[src/hdl/isc_pkg.sv]
// Package for the shortest-rotation indexer command block.
// Assumes a single 200 MHz clock shared by both ends.
package isc_pkg;
   localparam int          CLK_MHZ            = 200;
   localparam int          STATION_W          = 8;
   localparam int          PROFILE_W          = 3;
   localparam int          SPEED_W            = 16;
   localparam int          POS_W              = 32;
   localparam int          TQ_W               = 16;
   localparam int          DELAY_W            = 16;
   localparam logic [7:0]  MAX_STATION        = 8'hFE;
   localparam logic [3:0]  PROFILE_DEFAULT    = 4'h1;
   localparam logic [3:0]  SPEED_SRC_TABLE    = 4'h0;
   localparam logic [3:0]  SPEED_SRC_WORD     = 4'h1;
   localparam logic [1:0]  MODE_AUTO2         = 2'h3;
   localparam logic [7:0]  STATION_COUNT_RST  = 8'h08;
   // Torque delay counts in clock cycles
   localparam int          MS_NS              = 1000000;
   localparam int          CLK_PERIOD_NS      = 5;
   localparam int          CYC_PER_MS         = MS_NS / CLK_PERIOD_NS;
   // Controller register offsets (byte addresses)
   localparam logic [3:0]  REG_CTRL           = 4'h0;
   localparam logic [3:0]  REG_SEL            = 4'h4;
   localparam logic [3:0]  REG_WORDS          = 4'h8;
   localparam logic [3:0]  REG_STATUS         = 4'hC;
   typedef enum logic [1:0] {
      ISC_IDLE = 2'b00,
      ISC_MOVE = 2'b01,
      ISC_DONE = 2'b10
   } isc_state_t;
endpackage

[src/hdl/isc_if.sv]
// Link between the indexer device end and the fieldbus controller end.
// Plain bits and words, all synchronous to one clock.
`timescale 1ns/10ps
`default_nettype none
interface isc_if;
   import isc_pkg::*;
   logic                 move_launch_cmd;
   logic [1:0]           op_mode_sel;
   logic [7:0]           station_sel;
   logic [2:0]           profile_sel;
   logic                 word_command_method_sel;
   logic [15:0]          target_station_word;
   logic [15:0]          table_or_speed_word;
   logic                 move_done_flag;
   logic                 in_position_flag;
   logic                 home_incomplete_alarm;
   logic                 station_range_warning;
   modport dev (input move_launch_cmd, op_mode_sel, station_sel, profile_sel,
                word_command_method_sel, target_station_word, table_or_speed_word,
                output move_done_flag, in_position_flag, home_incomplete_alarm,
                station_range_warning);
   modport ctl (output move_launch_cmd, op_mode_sel, station_sel, profile_sel,
                word_command_method_sel, target_station_word, table_or_speed_word,
                input move_done_flag, in_position_flag, home_incomplete_alarm,
                station_range_warning);
endinterface
`default_nettype wire

[src/hdl/isc_device.sv]
// Device end: decodes indexer commands and launches moves.
// Assumes the motion generator reports progress on its user-side ports.
//
// The address map and the Avalon-MM register port were left to the implementer.
`timescale 1ns/10ps
`default_nettype none
module isc_device #(
   parameter int TQ_DELAY_CYC_MAX = 65535
) (
   // Clock and reset
   input  wire logic                      clk_in,
   input  wire logic                      nrst_in,
   // Configuration
   input  wire logic                      two_stations_in,
   input  wire logic                      indexer_enable_param_in,
   input  wire logic [3:0]                speed_source_param_in,
   input  wire logic [7:0]                station_count_param_in,
   input  wire logic                      station_numbering_dir_param_in,
   input  wire logic [isc_pkg::DELAY_W-1:0] torque_limit_delay_param_in,
   input  wire logic [isc_pkg::TQ_W-1:0]  alt_torque_limit_param_in,
   input  wire logic [isc_pkg::TQ_W-1:0]  base_torque_limit_in,
   // Motion generator status
   input  wire logic                      home_done_in,
   input  wire logic                      motion_busy_in,
   input  wire logic                      in_band_in,
   input  wire logic [7:0]                current_station_in,
   // Link
   isc_if.dev                             link,
   // Motion generator command
   output logic                           move_req_out,
   output logic [7:0]                     move_station_out,
   output logic [3:0]                     move_profile_out,
   output logic                           move_direct_speed_out,
   output logic [isc_pkg::SPEED_W-1:0]    move_speed_out,
   output logic                           move_ccw_out,
   output logic [isc_pkg::TQ_W-1:0]       torque_limit_out
);
   import isc_pkg::*;

   isc_state_t          state;
   logic                start_q;
   logic                start_rise;
   logic                mode_ok;
   logic [7:0]          sel_station;
   logic [3:0]          sel_profile;
   logic                sel_direct;
   logic [7:0]          fwd_dist;
   logic [7:0]          bwd_dist;
   logic [7:0]          count_m1;
   logic                inpos;
   logic [DELAY_W-1:0]  tq_cnt;
   logic                tq_alt;
   logic                sel_over;
   logic [DELAY_W-1:0]  tq_limit;

   assign start_rise = link.move_launch_cmd & ~start_q;
   assign mode_ok    = indexer_enable_param_in & (link.op_mode_sel == MODE_AUTO2);
   assign count_m1   = station_count_param_in - 8'h01;

   // Station and profile decode
   always_comb begin
      // Word numbers above eight bits must warn, not wrap onto a low station
      sel_over    = link.word_command_method_sel
                    & (link.target_station_word[15:8] != 8'h00);
      if (link.word_command_method_sel) begin
         sel_station = link.target_station_word[7:0];
      end else if (two_stations_in) begin
         sel_station = link.station_sel;
      end else begin
         sel_station = {3'h0, link.station_sel[4:0]};
      end
      sel_direct = link.word_command_method_sel & two_stations_in
                   & (speed_source_param_in == SPEED_SRC_WORD);
      if (sel_direct || !two_stations_in) begin
         sel_profile = PROFILE_DEFAULT;
      end else if (link.word_command_method_sel) begin
         sel_profile = link.table_or_speed_word[3:0];
      end else begin
         sel_profile = {1'b0, link.profile_sel} + 4'h1;
      end
   end

   // Shortest direction; numbering direction parameter unused in this mode
   // Equal distances keep the forward direction
   always_comb begin
      fwd_dist = sel_station - current_station_in;
      if (sel_station < current_station_in) begin
         fwd_dist = station_count_param_in - current_station_in + sel_station;
      end
      bwd_dist = station_count_param_in - fwd_dist;
      if (fwd_dist == 8'h00) begin
         bwd_dist = 8'h00;
      end
   end

   // Reset level matches the idle command level, so no false edge after reset;
   // a start already high when reset ends is taken once
   always_ff @(posedge clk_in or negedge nrst_in) begin
      if (!nrst_in) begin
         start_q <= 1'b0;
      end else begin
         start_q <= link.move_launch_cmd;
      end
   end

   // Move sequencer
   always_ff @(posedge clk_in or negedge nrst_in) begin
      if (!nrst_in) begin
         state                      <= ISC_IDLE;
         move_req_out               <= 1'b0;
         move_station_out           <= 8'h00;
         move_profile_out           <= PROFILE_DEFAULT;
         move_direct_speed_out      <= 1'b0;
         move_speed_out             <= '0;
         move_ccw_out               <= 1'b0;
         link.move_done_flag        <= 1'b0;
         link.home_incomplete_alarm <= 1'b0;
         link.station_range_warning <= 1'b0;
      end else begin
         move_req_out <= 1'b0;
         case (state)
            ISC_IDLE, ISC_DONE: begin
               if (start_rise && mode_ok) begin
                  if (!home_done_in) begin
                     link.home_incomplete_alarm <= 1'b1;
                  end else if (sel_over || (sel_station > count_m1)) begin
                     link.station_range_warning <= 1'b1;
                  end else begin
                     link.home_incomplete_alarm <= 1'b0;
                     link.station_range_warning <= 1'b0;
                     move_req_out          <= 1'b1;
                     move_station_out      <= sel_station;
                     move_profile_out      <= sel_profile;
                     move_direct_speed_out <= sel_direct;
                     move_speed_out        <= link.table_or_speed_word;
                     move_ccw_out          <= (bwd_dist < fwd_dist);
                     link.move_done_flag   <= 1'b0;
                     state                 <= ISC_MOVE;
                  end
               end
            end
            ISC_MOVE: begin
               // Wait one cycle so busy from the generator can rise
               if (!move_req_out && !motion_busy_in) begin
                  link.move_done_flag <= 1'b1;
                  state               <= ISC_DONE;
               end
            end
            default: state <= ISC_IDLE;
         endcase
      end
   end

   // In-position also valid after power-up when parked in a band
   assign inpos = in_band_in & !motion_busy_in & (state != ISC_MOVE);

   always_ff @(posedge clk_in or negedge nrst_in) begin
      if (!nrst_in) begin
         link.in_position_flag <= 1'b0;
      end else begin
         link.in_position_flag <= inpos;
      end
   end

   // Setting clamped so an oversized delay still ends in a switch-over
   assign tq_limit = (32'(torque_limit_delay_param_in) > TQ_DELAY_CYC_MAX)
                     ? DELAY_W'(TQ_DELAY_CYC_MAX) : torque_limit_delay_param_in;

   // Torque limit switch-over after a delay in cycles
   always_ff @(posedge clk_in or negedge nrst_in) begin
      if (!nrst_in) begin
         tq_cnt           <= '0;
         tq_alt           <= 1'b0;
         torque_limit_out <= '0;
      end else begin
         if (!link.in_position_flag) begin
            tq_cnt <= '0;
            tq_alt <= 1'b0;
         end else if (tq_cnt >= tq_limit) begin
            tq_alt <= 1'b1;
         end else begin
            tq_cnt <= tq_cnt + 1'b1;
         end
         torque_limit_out <= tq_alt ? alt_torque_limit_param_in : base_torque_limit_in;
      end
   end
endmodule
`default_nettype wire

[src/flat_wrapper.sv]
// flat-port wrapper written by rule: the top's interface ports become plain ports
module isc_device_flat import isc_pkg::*;
#(
   parameter int TQ_DELAY_CYC_MAX = 65535
)
  (clk_in, nrst_in, two_stations_in, indexer_enable_param_in, speed_source_param_in, station_count_param_in, station_numbering_dir_param_in, torque_limit_delay_param_in, alt_torque_limit_param_in, base_torque_limit_in, home_done_in, motion_busy_in, in_band_in, current_station_in, move_req_out, move_station_out, move_profile_out, move_direct_speed_out, move_speed_out, move_ccw_out, torque_limit_out, link_move_launch_cmd, link_op_mode_sel, link_station_sel, link_profile_sel, link_word_command_method_sel, link_target_station_word, link_table_or_speed_word, link_move_done_flag, link_in_position_flag, link_home_incomplete_alarm, link_station_range_warning);
  isc_if link_i ();
  input  wire logic clk_in;
  input  wire logic nrst_in;
  input  wire logic two_stations_in;
  input  wire logic indexer_enable_param_in;
  input  wire logic [3:0] speed_source_param_in;
  input  wire logic [7:0] station_count_param_in;
  input  wire logic station_numbering_dir_param_in;
  input  wire logic [isc_pkg::DELAY_W-1:0] torque_limit_delay_param_in;
  input  wire logic [isc_pkg::TQ_W-1:0] alt_torque_limit_param_in;
  input  wire logic [isc_pkg::TQ_W-1:0] base_torque_limit_in;
  input  wire logic home_done_in;
  input  wire logic motion_busy_in;
  input  wire logic in_band_in;
  input  wire logic [7:0] current_station_in;
  output logic move_req_out;
  output logic [7:0] move_station_out;
  output logic [3:0] move_profile_out;
  output logic move_direct_speed_out;
  output logic [isc_pkg::SPEED_W-1:0] move_speed_out;
  output logic move_ccw_out;
  output logic [isc_pkg::TQ_W-1:0] torque_limit_out;
  input wire logic [$bits(link_i.move_launch_cmd)-1:0] link_move_launch_cmd;
  input wire logic [$bits(link_i.op_mode_sel)-1:0] link_op_mode_sel;
  input wire logic [$bits(link_i.station_sel)-1:0] link_station_sel;
  input wire logic [$bits(link_i.profile_sel)-1:0] link_profile_sel;
  input wire logic [$bits(link_i.word_command_method_sel)-1:0] link_word_command_method_sel;
  input wire logic [$bits(link_i.target_station_word)-1:0] link_target_station_word;
  input wire logic [$bits(link_i.table_or_speed_word)-1:0] link_table_or_speed_word;
  output wire logic [$bits(link_i.move_done_flag)-1:0] link_move_done_flag;
  output wire logic [$bits(link_i.in_position_flag)-1:0] link_in_position_flag;
  output wire logic [$bits(link_i.home_incomplete_alarm)-1:0] link_home_incomplete_alarm;
  output wire logic [$bits(link_i.station_range_warning)-1:0] link_station_range_warning;
  assign link_i.move_launch_cmd = link_move_launch_cmd;
  assign link_i.op_mode_sel = link_op_mode_sel;
  assign link_i.station_sel = link_station_sel;
  assign link_i.profile_sel = link_profile_sel;
  assign link_i.word_command_method_sel = link_word_command_method_sel;
  assign link_i.target_station_word = link_target_station_word;
  assign link_i.table_or_speed_word = link_table_or_speed_word;
  assign link_move_done_flag = link_i.move_done_flag;
  assign link_in_position_flag = link_i.in_position_flag;
  assign link_home_incomplete_alarm = link_i.home_incomplete_alarm;
  assign link_station_range_warning = link_i.station_range_warning;
  isc_device #(.TQ_DELAY_CYC_MAX(TQ_DELAY_CYC_MAX)) u_core (.clk_in(clk_in), .nrst_in(nrst_in), .two_stations_in(two_stations_in), .indexer_enable_param_in(indexer_enable_param_in), .speed_source_param_in(speed_source_param_in), .station_count_param_in(station_count_param_in), .station_numbering_dir_param_in(station_numbering_dir_param_in), .torque_limit_delay_param_in(torque_limit_delay_param_in), .alt_torque_limit_param_in(alt_torque_limit_param_in), .base_torque_limit_in(base_torque_limit_in), .home_done_in(home_done_in), .motion_busy_in(motion_busy_in), .in_band_in(in_band_in), .current_station_in(current_station_in), .link(link_i), .move_req_out(move_req_out), .move_station_out(move_station_out), .move_profile_out(move_profile_out), .move_direct_speed_out(move_direct_speed_out), .move_speed_out(move_speed_out), .move_ccw_out(move_ccw_out), .torque_limit_out(torque_limit_out));
endmodule
[config.mk]
export PLATFORM = sky130hd
export DESIGN_NAME = isc_device_flat
export DESIGN_NICKNAME = d
export VERILOG_FILES = /design/src/hdl/isc_pkg.sv /design/src/hdl/isc_if.sv /design/src/hdl/isc_device.sv /design/src/flat_wrapper.sv
export SDC_FILE = /design/constraint.sdc
export NUM_CORES = 1
export LEC_CHECK = 0
export ABC_AREA = 1
export BUFFER_PORTS_ARGS = -buffer_cell sky130_fd_sc_hd__buf_4
export CAP_MARGIN = 20
export CORE_MARGIN = 4
export CORE_UTILIZATION = 40
export CTS_CLUSTER_DIAMETER = 120
export CTS_CLUSTER_SIZE = 28
export DETAILED_ROUTE_END_ITERATION = 16
export HOLD_SLACK_MARGIN = 0.02
export PLACE_DENSITY_LB_ADDON = 0.25
export SYNTH_ARGS = -nofsm -noshare
export SYNTH_HDL_FRONTEND = slang
export SYNTH_SLANG_ARGS = --single-unit
[constraint.sdc]
create_clock -name clk_in -period 6.2 [get_ports clk_in]
set_input_delay 0.62 -clock clk_in [delete_from_list [all_inputs] [get_ports clk_in]]
set_output_delay 0.62 -clock clk_in [all_outputs]
set_load 0.005 [all_outputs]
==> impl_metrics.tcl <==
set metrics [dict create \
    status "finished clean" \
    routedWlPerCell_um 14.0 \
    seq_area_um2 1780 \
    yosys_warnings 0 \
    synth_cell_types 45 \
    avgViaCountPerCell 4.74 \
    ys_ff_latch 71 \
    grt_use_total_pct 19.6 \
    io_buffers 172 \
    ys_top_cells_by_area "dfrtp_1, ha_1, nand2_1" \
    worstSetupPathType "input pin to register" \
    drcViolationCount 0 \
    dpl.hpwl_um 12500 \
    clkLatencyLatePin_ns 0.33 \
    final.setup.tns_ns 0 \
    synth-edff-count 0 \
    fp.dieH_um 125 \
    firstDrtPassIters 5 \
    synthTopCellsByCount "nand2_1, inv_1, dfrtp_1" \
    critical_path_arrival_ns 5.42 \
    final_area_um2 7260 \
    drtIter0Drc 295 \
    grt_remaining_overflow 0 \
    timing.fmax_mhz 192 \
    hold_path_class "input pin to async pin" \
    drive_gt1_share_pct 27.9 \
    wirelength_met1_um 6530 \
    syn_avg_cell_area_um2 7.71 \
    synth_top_area_share_pct 31.9 \
    vias 5067 \
    synth_xor_area_share_pct 4.28 \
    cp_max_fo 20 \
    syn_inst 713 \
    timing.slew.headroom_pct 39.2 \
    rsz0062_at_grt "false" \
    synth_compound_area_share_pct 9.04 \
    cts_tree "done" \
    num_antenna_cells 0 \
    synth-adder-area-share_pct 15.6 \
    yosysMostFrequentCell "nand2_1" \
    slowest_delay_ns 0.46 \
    setup_violations 0 \
    grt_max_degree 72 \
    cap_violations 0 \
    die_x_um 125 \
    fin_hold_ws_ns 0.408 \
    rows 42 \
    synthesis.area_um2 5500 \
    coreArea_um2 13300 \
    synthSimpleGateAreaFrac_pct 25.3 \
    grt_pass1_vias 5038 \
    postCtsHoldBufs 0 \
    wl_met2_um 7410 \
    place_congestion 0.843 \
    grt_pass1_wl_um 25200 \
    nFillCells 1301 \
    routed-wl-met3_um 847 \
    highest_layer "met4" \
    worst_slack_ns 1.00 \
    dieArea_um2 15700 \
    synth_mux_area_share_pct 3.46 \
    antenna_found_initial 0 \
    power_density_nw_per_um2 235 \
    syn_nets 899 \
    fin_util_pct 54.4 \
    cp-end-kind "register" \
    vdd_drop_max_mv 0.136 \
    maxSlewViolCount 0 \
    synth_top_cell_by_area "dfrtp_1" \
    cts_root_buf "clkbuf_16" \
    synthArstFlopShare_pct 100 \
    multiInputGateArea_um2 3170 \
    period_share_pct 83.8 \
    antenna_left 0 \
    power_leakage_nw 3.98 \
    start_util_pct 41.2 \
    cts_buffers 9 \
    fin_nets 1075 \
    clk_pin_slew_ns 0.06 \
    syn_to_final_growth_pct 32.0 \
    io_pins 174 \
    post_cts_buffers 0 \
    start_kind "input pin" \
    clockBufferDepth 2 \
    dpl_cell_area_um2 6960 \
    htree_levels 3 \
    synth_flop_cell "dfrtp_1" \
    worstPathRequired_ns 6.42 \
    yosysSeqAreaShare_pct 32.3 \
    finalClockSkew_ns 0.00713 \
    synth_top_family_by_area "simple AND/OR/NAND/NOR gates" \
    worst_pin_slew_ns 0.913 \
    period_needed_ns 5.20 \
    hold_viol_final 0 \
    clock_sinks 71 \
    slowest_stage "fa_1" \
    postCtsResizedCells 0 \
    drt_wl_total_um 15000 \
    place_ws_ns 0.645 \
    path_common_cell "nor2_1" \
]
per-layer routing:
layer / vias to the layer above / global-route usage [%]
met3: 14 / 3.71
li1: 2637 / -
met5: - / 0
met4: 0 / 5.17
met1: 2253 / 24.6
met2: 163 / 34.7
cell usage in the layout (no fill, tap or decap), types with 3 or more instances in the layout:
cell / synthesis / layout
nand2_1: 180 / 180
buf_4: 1 / 176
inv_1: 121 / 121
dfrtp_1: 70 / 70
ha_1: 54 / 54
nor2_1: 45 / 45
nand3_1: 34 / 34
o21ai_0: 26 / 26
a21oi_1: 24 / 24
xor2_1: 16 / 16
mux2_2: 16 / 16
nor3_1: 15 / 15
nand2_2: 14 / 14
o21ai_1: 9 / 9
xnor2_1: 9 / 9
fa_1: 9 / 9
clkbuf_16: 0 / 9
o31ai_1: 8 / 8
nor4_1: 6 / 6
or2_2: 6 / 6
o21ai_2: 5 / 5
nand4_1: 4 / 4
nand3_2: 4 / 4
inv_2: 3 / 3
nor2_2: 3 / 3
inv_6: 0 / 3
state kept, by name, indices dropped and copies added (netlist names):
name,flops
u_core.move_profile_out,4
u_core.tq_cnt,16
u_core.link.home_incomplete_alarm,1
u_core.tq_alt,1
u_core.link.station_range_warning,1
u_core.move_ccw_out,1
u_core.link.in_position_flag,1
u_core.move_station_out,8
u_core.move_direct_speed_out,1
u_core.move_speed_out,16
u_core.torque_limit_out,16
u_core.link.move_done_flag,1
u_core.state,2
u_core.move_req_out,1
u_core.start_q,1
where the power goes:
part	total (mW)	internal, mW	switching (mW)
clock	0.521	0.316	0.205
sequential	0.521	0.501	0.0201
combinational	0.667	0.310	0.357
total	1.71	1.13	0.581
per-stage QoR:
step           std cells  total power [mW]
2_1_floorplan        713             0.965
3_3_place_gp        1054              1.19
3_5_place_dp        1054              1.20
4_1_cts             1070              1.73
5_1_grt             1070              1.85
6_report            1070              1.71
area by class of cell:
class | instances | share of cell area, %
Tap cell | 176 | 3.03
Timing Repair Buffer | 176 | 18.2
Multi-Input combinational cell | 507 | 43.7
Sequential cell | 71 | 24.5
Clock inverter | 7 | 1.09
Clock buffer | 9 | 3.10
Inverter | 124 | 6.41
critical path: cells and delay by family:
kind                     cells  cell delay [ns]
AO/OA/AOI/OAI                5             0.88
AND/OR/NAND/NOR             22             2.08
buffers and inverters        3             0.66
XOR/XNOR                     1             0.14
adder cells (fa/ha/maj)      3             0.99
final timing paths:
kind / startpoint / slack (ns) / to / depth (start not counted)
hold reg to reg: u_core.state[1] / 0.48 / u_core.state[0] / 1
min in group clk_in: link_move_launch_cmd / 0.41 / u_core.start_q / 1
setup / recovery: link_word_command_method_sel / 1.00 / u_core.move_ccw_out / 34
max in group asynchronous: nrst_in / 5.18 / u_core.move_station_out[6] / 1
setup reg to reg: u_core.tq_cnt[0] / 3.56 / u_core.tq_cnt[10] / 18
hold / removal: nrst_in / 0.41 / u_core.move_direct_speed_out / 1
cell families (layout without fill, tap and decap cells):
logic type,Yosys count,count (layout)
adders and majority gates,63,63
AOI/OAI and AO/OA,85,85
and+or+nand+nor,316,316
DFF,71,71
xor gates and xnor gates,26,26
buffers and inverters,135,316
muxes,17,17
Note: power is estimated with default switching activity, not from simulation.
